[config.mk]
export PLATFORM = sky130hd
export DESIGN_NAME = rtc_alarm_control
export DESIGN_NICKNAME = d
export VERILOG_FILES = /design/src/inc/rtc_alarm_pkg.sv /design/src/logic/rtc_alarm_control.sv /design/src/logic/alarm_interval_match.sv
export SDC_FILE = /design/constraint.sdc
export NUM_CORES = 1
export LEC_CHECK = 0
export BUFFER_PORTS_ARGS = -buffer_cell sky130_fd_sc_hd__buf_4
export CORE_ASPECT_RATIO = 1.1
export CORE_MARGIN = 2
export CORE_UTILIZATION = 50
export CTS_BUF_LIST = sky130_fd_sc_hd__clkbuf_16
export DETAILED_ROUTE_END_ITERATION = 10
export GPL_TIMING_DRIVEN = 0
export HOLD_SLACK_MARGIN = 0.15
export PLACE_DENSITY = 0.8
export RECOVER_POWER = 100
export SYNTH_ARGS = -nofsm -noshare
export SYNTH_HDL_FRONTEND = slang
export SYNTH_HIERARCHICAL = 1
export SYNTH_SLANG_ARGS = --single-unit
[constraint.sdc]
create_clock -name clk_sys_i -period 2.9 [get_ports clk_sys_i]
set_clock_uncertainty 0.05 [all_clocks]
set_input_delay 0.29 -clock clk_sys_i [delete_from_list [all_inputs] [get_ports clk_sys_i]]
set_output_delay 0.29 -clock clk_sys_i [all_outputs]
set_load 0.005 [all_outputs]
[src/inc/rtc_alarm_pkg.sv]
`default_nettype none
package rtc_alarm_pkg;

    // register byte addresses on the bus
    localparam int ADDR_W = 8;
    localparam logic [ADDR_W-1:0] OFS_CONTROL = 8'h00;
    localparam logic [ADDR_W-1:0] OFS_STATUS = 8'h04;
    localparam logic [ADDR_W-1:0] OFS_CLEAR = 8'h08;
    localparam logic [ADDR_W-1:0] OFS_ENABLE = 8'h0C;

    // alarm_control field positions
    localparam int BIT_ENABLE = 15;
    localparam int BIT_WRAP = 14;
    localparam int BIT_PIV = 13;
    localparam int BIT_PROX = 12;
    localparam int INTERVAL_LSB = 8;
    localparam int INTERVAL_W = 4;
    localparam int COUNTER_LSB = 0;
    localparam int COUNTER_W = 8;
    localparam int LANE_COUNTER = 0;
    localparam int LANE_CONTROL = 1;

    // counter constants and reset values
    localparam logic [COUNTER_W-1:0] COUNTER_ZERO = 8'h00;
    localparam logic [COUNTER_W-1:0] COUNTER_TOP = 8'hFF;
    localparam logic [COUNTER_W-1:0] COUNTER_ONE = 8'h01;
    localparam logic [INTERVAL_W-1:0] INTERVAL_RESET = 4'h0;

    // rollover proximity window in clock cycles
    localparam int CNT_W = 16;
    localparam logic [CNT_W-1:0] PROXIMITY_CYCLES = 16'h0020;

    // alarm interval codes
    localparam logic [INTERVAL_W-1:0] INT_HALF_SECOND = 4'h0;
    localparam logic [INTERVAL_W-1:0] INT_SECOND = 4'h1;
    localparam logic [INTERVAL_W-1:0] INT_TEN_SECONDS = 4'h2;
    localparam logic [INTERVAL_W-1:0] INT_MINUTE = 4'h3;
    localparam logic [INTERVAL_W-1:0] INT_TEN_MINUTES = 4'h4;
    localparam logic [INTERVAL_W-1:0] INT_HOUR = 4'h5;
    localparam logic [INTERVAL_W-1:0] INT_DAY = 4'h6;
    localparam logic [INTERVAL_W-1:0] INT_WEEK = 4'h7;
    localparam logic [INTERVAL_W-1:0] INT_MONTH = 4'h8;
    localparam logic [INTERVAL_W-1:0] INT_YEAR = 4'h9;

    // time field compare positions
    localparam int FIELD_COUNT = 8;
    localparam int FM_SEC_ONES = 0;
    localparam int FM_SEC_TENS = 1;
    localparam int FM_MIN_ONES = 2;
    localparam int FM_MIN_TENS = 3;
    localparam int FM_HOUR = 4;
    localparam int FM_WEEKDAY = 5;
    localparam int FM_DAY = 6;
    localparam int FM_MONTH = 7;

    // interrupt status bits
    localparam int STATUS_W = 2;
    localparam int ST_EVENT = 0;
    localparam int ST_EXPIRED = 1;

    // bus responses
    localparam logic [1:0] RESP_OKAY = 2'h0;
    localparam logic [1:0] RESP_SLVERR = 2'h2;

endpackage
`default_nettype wire

[src/logic/rtc_alarm_control.sv]
// Design decisions made here: the address map and the AXI4-Lite interface to the registers.
`timescale 1ns/1ps
`default_nettype none
module rtc_alarm_control
    import rtc_alarm_pkg::*;
(
    input wire logic clk_sys_i,
    input wire logic arst_n_i,
    input wire logic soft_rst_i,
    input wire logic [rtc_alarm_pkg::ADDR_W-1:0] s_axi_awaddr_i,
    input wire logic s_axi_awvalid_i,
    output logic s_axi_awready_o,
    input wire logic [31:0] s_axi_wdata_i,
    input wire logic [3:0] s_axi_wstrb_i,
    input wire logic s_axi_wvalid_i,
    output logic s_axi_wready_o,
    output logic [1:0] s_axi_bresp_o,
    output logic s_axi_bvalid_o,
    input wire logic s_axi_bready_i,
    input wire logic [rtc_alarm_pkg::ADDR_W-1:0] s_axi_araddr_i,
    input wire logic s_axi_arvalid_i,
    output logic s_axi_arready_o,
    output logic [31:0] s_axi_rdata_o,
    output logic [1:0] s_axi_rresp_o,
    output logic s_axi_rvalid_o,
    output logic s_axi_rready_dummy_unused_o,
    input wire logic s_axi_rready_i,
    input wire logic half_tick_i,
    input wire logic second_edge_i,
    input wire logic [rtc_alarm_pkg::CNT_W-1:0] cycles_to_rollover_i,
    input wire logic [rtc_alarm_pkg::FIELD_COUNT-1:0] field_match_i,
    input wire logic alarm_feb29_i,
    input wire logic leap_year_i,
    output logic alarm_pulse_o,
    output logic alarm_event_o,
    output logic irq_o
);

    typedef struct packed {
        logic aw_free;
        logic [ADDR_W-1:0] aw_addr;
        logic w_free;
        logic [31:0] w_data;
        logic [3:0] w_strb;
        logic bvalid;
        logic [1:0] bresp;
        logic ar_free;
        logic rvalid;
        logic [31:0] rdata;
        logic [1:0] rresp;
        logic enable;
        logic wrap;
        logic pulse;
        logic prox;
        logic [INTERVAL_W-1:0] interval;
        logic [COUNTER_W-1:0] counter;
        logic [COUNTER_W-1:0] counter_seen;
        logic enable_seen;
        logic event_out;
        logic [STATUS_W-1:0] status;
        logic [STATUS_W-1:0] irq_en;
        logic irq;
    } state_type;

    localparam state_type STATE_RESET = '{
        aw_free: 1'b1,
        aw_addr: '0,
        w_free: 1'b1,
        w_data: '0,
        w_strb: '0,
        bvalid: 1'b0,
        bresp: RESP_OKAY,
        ar_free: 1'b1,
        rvalid: 1'b0,
        rdata: '0,
        rresp: RESP_OKAY,
        enable: 1'b0,
        wrap: 1'b0,
        pulse: 1'b0,
        prox: 1'b0,
        interval: INTERVAL_RESET,
        counter: COUNTER_ZERO,
        counter_seen: COUNTER_ZERO,
        enable_seen: 1'b0,
        event_out: 1'b0,
        status: '0,
        irq_en: '0,
        irq: 1'b0
    };

    state_type s;
    state_type next_s;
    logic hit;

    alarm_interval_match u_match (
        .interval_i(s.interval),
        .half_tick_i(half_tick_i),
        .second_edge_i(second_edge_i),
        .field_match_i(field_match_i),
        .alarm_feb29_i(alarm_feb29_i),
        .leap_year_i(leap_year_i),
        .hit_o(hit)
    );

    function automatic logic mapped(input logic [ADDR_W-1:0] addr);
        return (addr == OFS_CONTROL) || (addr == OFS_STATUS) ||
            (addr == OFS_CLEAR) || (addr == OFS_ENABLE);
    endfunction

    // counter step on an alarm event
    function automatic logic [COUNTER_W-1:0] counter_step(
        input logic [COUNTER_W-1:0] cnt,
        input logic wrap
    );
        logic [COUNTER_W-1:0] r;
        r = cnt;
        if (cnt != COUNTER_ZERO) begin
            r = cnt - COUNTER_ONE;
        end else if (wrap) begin
            r = COUNTER_TOP;
        end else begin
            r = COUNTER_ZERO;
        end
        return r;
    endfunction

    // reads see the retimed copies, never the live counter mid-update
    function automatic logic [31:0] read_word(
        input state_type st,
        input logic [ADDR_W-1:0] addr
    );
        logic [31:0] w;
        w = '0;
        if (addr == OFS_CONTROL) begin
            w[BIT_ENABLE] = st.enable_seen;
            w[BIT_WRAP] = st.wrap;
            w[BIT_PIV] = st.pulse;
            w[BIT_PROX] = st.prox;
            w[INTERVAL_LSB +: INTERVAL_W] = st.interval;
            w[COUNTER_LSB +: COUNTER_W] = st.counter_seen;
        end else if (addr == OFS_STATUS) begin
            w[STATUS_W-1:0] = st.status;
        end else if (addr == OFS_ENABLE) begin
            w[STATUS_W-1:0] = st.irq_en;
        end
        return w;
    endfunction

    always_comb begin
        next_s = s;

        // write address and data are taken independently
        if (s_axi_awvalid_i && s.aw_free) begin
            next_s.aw_addr = s_axi_awaddr_i;
            next_s.aw_free = 1'b0;
        end
        if (s_axi_wvalid_i && s.w_free) begin
            next_s.w_data = s_axi_wdata_i;
            next_s.w_strb = s_axi_wstrb_i;
            next_s.w_free = 1'b0;
        end
        if (s.bvalid && s_axi_bready_i) begin
            next_s.bvalid = 1'b0;
            next_s.aw_free = 1'b1;
            next_s.w_free = 1'b1;
        end

        // soft resets spare the alarm register, only power-on clears it
        if (soft_rst_i) begin
            next_s.status = '0;
            next_s.irq_en = '0;
        end

        // write commit once both halves are held
        if (!s.aw_free && !s.w_free && !s.bvalid) begin
            next_s.bvalid = 1'b1;
            next_s.bresp = mapped(s.aw_addr) ? RESP_OKAY : RESP_SLVERR;
            if (s.aw_addr == OFS_CONTROL) begin
                if (s.w_strb[LANE_CONTROL]) begin
                    if (!s.enable) begin
                        next_s.pulse = s.w_data[BIT_PIV];
                    end
                    next_s.enable = s.w_data[BIT_ENABLE];
                    next_s.wrap = s.w_data[BIT_WRAP];
                    next_s.interval = s.w_data[INTERVAL_LSB +: INTERVAL_W];
                end
                if (s.w_strb[LANE_COUNTER]) begin
                    next_s.counter = s.w_data[COUNTER_LSB +: COUNTER_W];
                end
            end else if (s.aw_addr == OFS_CLEAR) begin
                if (s.w_strb[LANE_COUNTER]) begin
                    next_s.status = next_s.status & ~s.w_data[STATUS_W-1:0];
                end
            end else if (s.aw_addr == OFS_ENABLE) begin
                if (s.w_strb[LANE_COUNTER]) begin
                    next_s.irq_en = s.w_data[STATUS_W-1:0];
                end
            end
        end

        // read channel: one read in flight, data one cycle after address
        if (s.rvalid && s_axi_rready_i) begin
            next_s.rvalid = 1'b0;
            next_s.ar_free = 1'b1;
        end
        if (s_axi_arvalid_i && s.ar_free) begin
            next_s.rdata = read_word(s, s_axi_araddr_i);
            next_s.rresp = mapped(s_axi_araddr_i) ? RESP_OKAY : RESP_SLVERR;
            next_s.rvalid = 1'b1;
            next_s.ar_free = 1'b0;
        end

        // alarm event, applied after any software write of the same cycle
        next_s.event_out = 1'b0;
        if (s.enable && hit) begin
            next_s.event_out = 1'b1;
            next_s.pulse = ~next_s.pulse;
            next_s.status[ST_EVENT] = 1'b1;
            // expiry judged on the count before this step, after any same-cycle write
            if ((next_s.counter == COUNTER_ZERO) &&
                !next_s.wrap) begin
                next_s.enable = 1'b0;
                next_s.status[ST_EXPIRED] = 1'b1;
            end
            next_s.counter = counter_step(next_s.counter, next_s.wrap);
        end

        // flag stays up unless the rollover is safely far away
        next_s.prox = (cycles_to_rollover_i <= PROXIMITY_CYCLES);

        next_s.counter_seen = s.counter;
        next_s.enable_seen = s.enable;
        next_s.irq = |(next_s.status & next_s.irq_en);
    end

    // arst_n_i is the power-on reset
    always_ff @(posedge clk_sys_i or negedge arst_n_i) begin
        if (!arst_n_i) begin
            s <= STATE_RESET;
        end else begin
            s <= next_s;
        end
    end

    assign s_axi_awready_o = s.aw_free;
    assign s_axi_wready_o = s.w_free;
    assign s_axi_bvalid_o = s.bvalid;
    assign s_axi_bresp_o = s.bresp;
    assign s_axi_arready_o = s.ar_free;
    assign s_axi_rvalid_o = s.rvalid;
    assign s_axi_rdata_o = s.rdata;
    assign s_axi_rresp_o = s.rresp;
    assign s_axi_rready_dummy_unused_o = 1'b0;
    assign alarm_pulse_o = s.pulse;
    assign alarm_event_o = s.event_out;
    assign irq_o = s.irq;

endmodule
`default_nettype wire

[src/logic/alarm_interval_match.sv]
`timescale 1ns/1ps
`default_nettype none
module alarm_interval_match
    import rtc_alarm_pkg::*;
(
    input wire logic [rtc_alarm_pkg::INTERVAL_W-1:0] interval_i,
    input wire logic half_tick_i,
    input wire logic second_edge_i,
    input wire logic [rtc_alarm_pkg::FIELD_COUNT-1:0] field_match_i,
    input wire logic alarm_feb29_i,
    input wire logic leap_year_i,
    output logic hit_o
);

    // fields that must agree for each interval code
    function automatic logic [FIELD_COUNT-1:0] required_fields(
        input logic [INTERVAL_W-1:0] code
    );
        logic [FIELD_COUNT-1:0] m;
        m = '0;
        unique case (code)
            INT_HALF_SECOND, INT_SECOND: m = '0;
            INT_TEN_SECONDS: m[FM_SEC_ONES] = 1'b1;
            INT_MINUTE: m[FM_SEC_TENS:FM_SEC_ONES] = '1;
            INT_TEN_MINUTES: m[FM_MIN_ONES:FM_SEC_ONES] = '1;
            INT_HOUR: m[FM_MIN_TENS:FM_SEC_ONES] = '1;
            INT_DAY: m[FM_HOUR:FM_SEC_ONES] = '1;
            INT_WEEK: m[FM_WEEKDAY:FM_SEC_ONES] = '1;
            INT_MONTH: begin
                m[FM_HOUR:FM_SEC_ONES] = '1;
                m[FM_DAY] = 1'b1;
            end
            INT_YEAR: begin
                m[FM_HOUR:FM_SEC_ONES] = '1;
                m[FM_MONTH:FM_DAY] = '1;
            end
            default: m = '0;
        endcase
        return m;
    endfunction

    logic [FIELD_COUNT-1:0] need;
    logic legal;
    logic tick_ok;
    logic leap_ok;

    always_comb begin
        need = required_fields(interval_i);
        // reserved codes never fire, so a bad setting stays silent
        legal = (interval_i <= INT_YEAR);
        tick_ok = half_tick_i && ((interval_i == INT_HALF_SECOND) || second_edge_i);
        // a 29 february alarm on a yearly interval waits for a leap year
        leap_ok = !((interval_i == INT_YEAR) && alarm_feb29_i) || leap_year_i;
        hit_o = legal && tick_ok && leap_ok && ((field_match_i & need) == need);
    end

endmodule
`default_nettype wire

==> summary.txt, run 1 <==
FP Rows = 33
Residual DRC = 0
xor/xnor share of the synthesized area = 0%
Post-synth ARST share = 100%
hold path depth = 2
TritonCTS Sinks = 79
Required @ worst endpoint = 3110 ps
Critical Path Max Stage Delay = 620 ps
Clock Power Share = 27.8%
hold_ws = 157 ps
Most used DFF post-synth = dfrtp_1
Area contributors post-synth = dfrtp_1, mux2_2, buf_4
share of the synthesized area in the top cell type = 49.5%
drt first pass iters = 5
Switch Pwr = 1.24 mW
Synth Area in Compound Gates = 11.9%
outcome = finished with violations
Core Box Area = 0.00743 mm^2
Synth Area per Inst = 11.5 um^2
chip width = 87.5 um
largest net degree at the start of global routing = 80
GR Overflow Total = 0
worst vdd ir = 0.786 mV
CTS tree = built
Max Clock Freq = 384 MHz
final setup fails = 0
Slew headroom = -24.7%
Design Area, Final = 0.00533 mm^2
Final ANT Viol Nets = 0
post-synthesis sequential area ratio = 51.6%
most common cell after layout, fill and taps aside = buf_4
# IOs = 133
overall routed net length = 8760 um
pre-CTS setup slack = -127 ps
Syn Std Cell Area = 0.00384 mm^2
Post-Synth Adder-Cell Area = 0.652%
layout cell share with drive strength beyond 1 = 40.5%
n_diodes = 0
Synthesis Warnings = 6
Crit-path slowest cell = or4_1
setup slack after layout = 296 ps
Post-Synth Simple-Gate Area = 13.3%
first-pass GRT wire length = 13,800 um
average vias per placed instance = 5.31
power per cell area = 730 mW/mm^2
HP Class = primary input to flip-flop
vias in the first global route = 2,930
Data arrival, critical path = 2810 ps
Slew Limit Fails = 80
failing checks = capacitance limit, slew limit
Clk Latency, worst-skew pair = 330 ps
cell taking the most area after synthesis = dfrtp_1
H-Tree Level Count = 3
Via Count = 3,083
crit path kind = primary input to flip-flop
most frequent cells in the layout = buf_4, dfrtp_1, mux2_2, clkbuf_4, dlygate4sd3_1
Initial Util = 51.6%
Die Y = 95.9 um
Final period util = 89.8%
Critical Path End = s_axi_rdata_o[4]
count of input and output buffers = 94
unrepaired setup endpoints after global routing = no
post-route insts no fill = 581
reg2reg path depth = 6
Leak = 2.56 nW
Root Buffer = clkbuf_16
Syn Inst Count = 334
reg2reg start = s[114]
post-synthesis mux area share = 13.5%
worst r2r dst = next_s[11]
CP Capture Type = flip-flop
Worst-Margin Slew = 1870 ps
GPL Wtd Cong = 0.803
Internal = 2.66 mW
Syn-to-layout area delta = 39.0%
Reg2Reg Setup Slack = 300 ps
placed insts = 533
Max-Cap Viols = 1
largest family of logic cells by synthesized area = multiplexers
Net Sw Frac = 31.7%
post-layout util = 71.8%
Comb pwr share = 25.7%
Final Hold Fails = 0
worst-path maximum fanout = 10
min cycle time layout = 2600 ps
total track usage = 21.4%
setup TNS = 0 ps
dpl hpwl = 6070 um
post-synthesis cell type count = 45
nets@finish = 579
initial drt markers = 197
Yosys reg bits = 79
CTS Buf Count = 9
full die area = 0.00839 mm^2
crit-path cells = dlygate4sd3_1 > clkbuf_4 > nand2_1 > or4_1 > nor3_1 > clkbuf_2 > a22o_1
clock buffer depth = 2
placed instance area = 0.00472 mm^2
Post-synth EDFFs = 0
Routed WL per cell = 15.1 um
total chip power = 3.90 mW
Worst Setup SP = s_axi_arvalid_i
initial antenna violation count = 0
clk slew on worst S/H paths = 60 ps
Reg power frac = 46.5%
crit path launch type = primary input
[power by group through the flow]
stage	logic, mW	registers (mW)	clock network (mW)
global placement	0.925	1.78	0
floorplan	0.680	1.69	0
finish	1.00	1.81	1.08
detailed placement	0.963	1.80	0
global route	1.11	1.86	1.15
CTS	1.00	1.79	1.10
[logic make-up after synthesis]
family,after synthesis
simple gates,88
flops,79
compound gates,64
buf+inv,53
mux,47
fa+ha+maj,2
other cells,1
[registers in the layout (all words and copies together), names as in the netlist]
| signal | flops |
|---|---|
| alarm_event_o | 1 |
| alarm_pulse_o | 1 |
| irq_o | 1 |
| next_s | 9 |
| s | 44 |
| s_axi_arready_o | 1 |
| s_axi_awready_o | 1 |
| s_axi_bresp_o | 1 |
| s_axi_bvalid_o | 1 |
| s_axi_rdata_o | 16 |
| s_axi_rresp_o | 1 |
| s_axi_rvalid_o | 1 |
| s_axi_wready_o | 1 |
[critical path, delay by kind of cell]
| kind | cells | cell delay [ps] |
|---|---|---|
| compound gates | 1 | 170 |
| simple gates | 3 | 1350 |
| buf+inv | 3 | 1000 |
[Yosys cell counts (2+ instances only)]
library cell and count:
a211oi_1 3, a21boi_0 2, a21o_1 7, a21oi_1 6, a22o_1 16, a22oi_1 2, a31o_2 4, and3_1 2
buf_2 3, buf_4 37, clkbuf_1 2, dfrtp_1 76, dfstp_2 3, ha_1 2, inv_1 10, mux2_2 35
mux2i_1 11, nand2_1 19, nand2b_1 4, nand3_1 4, nand4_1 4, nor2_1 16, nor3_1 13, nor3_2 2
nor3b_1 2, nor4_1 9, nor4_4 2, o21a_1 3, o21ai_0 15, or3_1 2, or4_1 4
[per-layer routing]
metal  GRT usage [%]  routed length [um]  vias to the layer above
met2            36.9                4570                      106
met4            8.21                 153                        0
met5               0                   0                        -
met1            27.3                3620                     1470
met3            3.26                 426                       16
li1                -                   -                     1491
[final cells by class]
cell class	count	area (um^2)
well taps	87	109
inverters	11	41.3
multi-input cells	220	1600
fillers	553	2100
clock inverters	7	63.8
repair buffers	126	1020
plain buffers	42	300
clock buffers	9	225
flip-flops and latches	79	1980
[what timing repair did]
action / in CTS / in global routing
buffers inserted: 1 / 2
hold buffers: 28 / 1
resized for setup: 0 / 7
pin swaps: 1 / 1
hold endpoints to repair: 101 / 1
setup endpoints to repair: 2 / 6
[worst min path at each step]
stage / start / to / slack [ps]
final: s_axi_wdata_i[2] / s[76] / 160
after detailed placement: next_s[11] / s[11] / 350
after floorplan: arst_n_i / alarm_event_o / -60
after CTS: s_axi_wdata_i[2] / s[76] / 150
after global routing: s_axi_wdata_i[7] / s[81] / 150
after global placement: next_s[11] / s[11] / 350
Note: power is estimated with default switching activity, not from simulation.
==> inputs of run 2 (changes only) <==
--- a/config.mk
+++ b/config.mk
@@ -11,7 +11,6 @@
 export CORE_UTILIZATION = 50
 export CTS_BUF_LIST = sky130_fd_sc_hd__clkbuf_16
 export DETAILED_ROUTE_END_ITERATION = 10
-export GPL_TIMING_DRIVEN = 0
 export HOLD_SLACK_MARGIN = 0.15
 export PLACE_DENSITY = 0.8
 export RECOVER_POWER = 100
==> run 2 against run 1 <==
Compared with the run above: the run still ends with capacitance limit, slew limit left; non-clock buffer count decreased by 32; final cell count decreased by 5.5%; fmax is 3.4% lower; die area unchanged; total power down 0.21%; worst setup slack worse by 90 ps; first-iteration DRC count is 34% lower; worst hold slack better by 39 ps; register-to-register slack worse by 90 ps; critical path depth unchanged; largest power group unchanged; highest routed layer unchanged.
==> summary.txt, run 2 (same netlist as run 1, synthesis figures left out) <==
nets@finish = 547 (-5.5%)
Reg2Reg Setup Slack = 210 ps (-90 ps)
worst r2r dst = irq_o
# IOs = 133 (unchanged)
hold path depth = 3 (+1)
Resized cells post-CTS = 0 (unchanged)
hold_sp = s_axi_bready_i
Root Buffer = clkbuf_16
TritonCTS Sinks = 79 (unchanged)
power per cell area = 768 mW/mm^2 (+5.2%)
GPL Wtd Cong = 0.839 (+4.5%)
most common cell after layout, fill and taps aside = dfrtp_1
Design Area, Final = 0.00506 mm^2 (-5.1%)
WHS Endpoint = s_axi_bvalid_o
pre-CTS setup slack = 297 ps (+424 ps)
Syn-to-layout area delta = 31.8%
GR Overflow Total = 0 (unchanged)
n_diodes = 0 (unchanged)
largest net degree at the start of global routing = 80 (unchanged)
Clk Latency, worst-skew pair = 340 ps (about the same)
min cycle time layout = 2690 ps (+90.3 ps)
crit path launch type = flip-flop
Max Clock Freq = 371 MHz (-3.4%)
failing checks = capacitance limit, slew limit
HP Class = primary input to flip-flop
Routed WL per cell = 14.9 um (-1.4%)
Die Y = 95.9 um (unchanged)
drt first pass iters = 4 (-1)
Slew headroom = -25.5% (-0.83 points)
first-pass GRT wire length = 13,200 um (-4.2%)
CTS tree = built
unrepaired setup endpoints after global routing = no
H-Tree Level Count = 3 (unchanged)
Via Count = 2,952 (-4.2%)
Core Box Area = 0.00743 mm^2 (unchanged)
clk slew on worst S/H paths = 60 ps (about the same)
crit path kind = flip-flop to flip-flop
layout cell share with drive strength beyond 1 = 33.3% (-7.2 points)
reg2reg path depth = 7 (+1)
reg2reg start = s[114]
Final ANT Viol Nets = 0 (unchanged)
FP Rows = 33 (unchanged)
Required @ worst endpoint = 3120 ps (about the same)
setup TNS = 0 ps (unchanged)
Residual DRC = 0 (unchanged)
full die area = 0.00839 mm^2 (unchanged)
setup slack after layout = 206 ps (-90.3 ps)
Max-Cap Viols = 1 (unchanged)
worst vdd ir = 0.565 mV (-28%)
Slew Limit Fails = 80 (unchanged)
count of input and output buffers = 94 (unchanged)
Leak = 2.37 nW (-7.5%)
max reg flops = 44 (unchanged)
CP Capture Type = flip-flop
vias in the first global route = 2,870 (-2.0%)
initial antenna violation count = 0 (unchanged)
total track usage = 20.7% (-0.78 points)
initial drt markers = 131 (-34%)
average vias per placed instance = 5.38 (+1.3%)
chip width = 87.5 um (unchanged)
Worst-Margin Slew = 1880 ps (+12.4 ps)
Final period util = 92.9% (+3.1 points)
worst-path maximum fanout = 8 (-2)
most frequent cells in the layout = dfrtp_1, buf_4, mux2_2, dlygate4sd3_1, clkbuf_4
clock buffer depth = 2 (unchanged)
final setup fails = 0 (unchanged)
Biggest register = s
Data arrival, critical path = 2920 ps (+110 ps)
outcome = finished with violations
overall routed net length = 8170 um (-6.8%)
dpl hpwl = 5770 um (-4.9%)
Initial Util = 51.6% (unchanged)
placed instance area = 0.00449 mm^2 (-4.9%)
Final Hold Fails = 0 (unchanged)
CTS Buf Count = 9 (unchanged)
run 2: changes by cell type in the layout (fill, tap and decap cells not counted), moves of 2 or more:
cell           delta
nor4_1            +2
clkinv_2          -2
buf_4            -37
clkbuf_1          +6
clkinv_4          +2
buf_2             -2
clkbuf_4          -3
dlygate4sd3_1     +4
run 2: repair_timing:
| item | CTS | global route |
|---|---|---|
| hold buffers | 33 | 0 |
| hold endpoints to repair | 105 | 0 |
| setup buffers | 0 | 0 |
run 2: routing by layer:
| metal | track usage, % | part of all wire, % | vias to the layer above |
|---|---|---|---|
| li1 | - | - | 1422 |
| met1 | 25.8 | 42 | 1429 |
| met2 | 34.3 | 52 | 92 |
| met3 | 5.06 | 4.7 | 9 |
| met4 | 8.46 | 1.3 | 0 |
| met5 | 0 | 0 | - |
run 2: worst max-delay path by stage:
stage | startpoint | endpoint | slack, ps | cells after the start
global placement | s[109] | irq_o | 360 | 8
detailed placement | s[109] | irq_o | 300 | 8
floorplan | s[114] | irq_o | 410 | 8
CTS | s[109] | irq_o | 270 | 8
finish | s[114] | irq_o | 210 | 7
global route | s[109] | irq_o | 20 | 8
run 2: through the flow:
step | hold slack [ps] | utilization (%) | instances | power (mW)
final | 196 | 68.1 | 549 | 3.89
after global routing | 218 | 68.1 | 549 | 4.13
after CTS | 186 | 68.8 | 549 | 3.95
after detailed placement | 350 | 60.4 | 500 | 2.78
after global placement | 343 | 60.4 | 500 | 2.72
after floorplan | -55.6 | - | 352 | 2.37
run 2: layout make-up:
type | count | area [um^2]
clock inverters | 7 | 72.6
well taps | 87 | 109
inverters | 11 | 41.3
multi-input cells | 220 | 1560
flip-flops and latches | 79 | 1980
repair buffers | 136 | 1070
fillers | 565 | 2370
clock buffers | 9 | 225
run 2: report_power, final:
group	internal (mW)	switching, mW	leakage, nW
Clock	0.667	0.448	0.143
Sequential	1.45	0.330	0.964
Combinational	0.552	0.441	1.26
run 2: critical path, cell delays in order, from the launching register on:
cell	delay (ps)
dfrtp_1	410
nor4_4	310
clkbuf_1	190
nand4_1	430
mux2_4	520
nor4_4	420
a31o_1	170
a22o_1	130
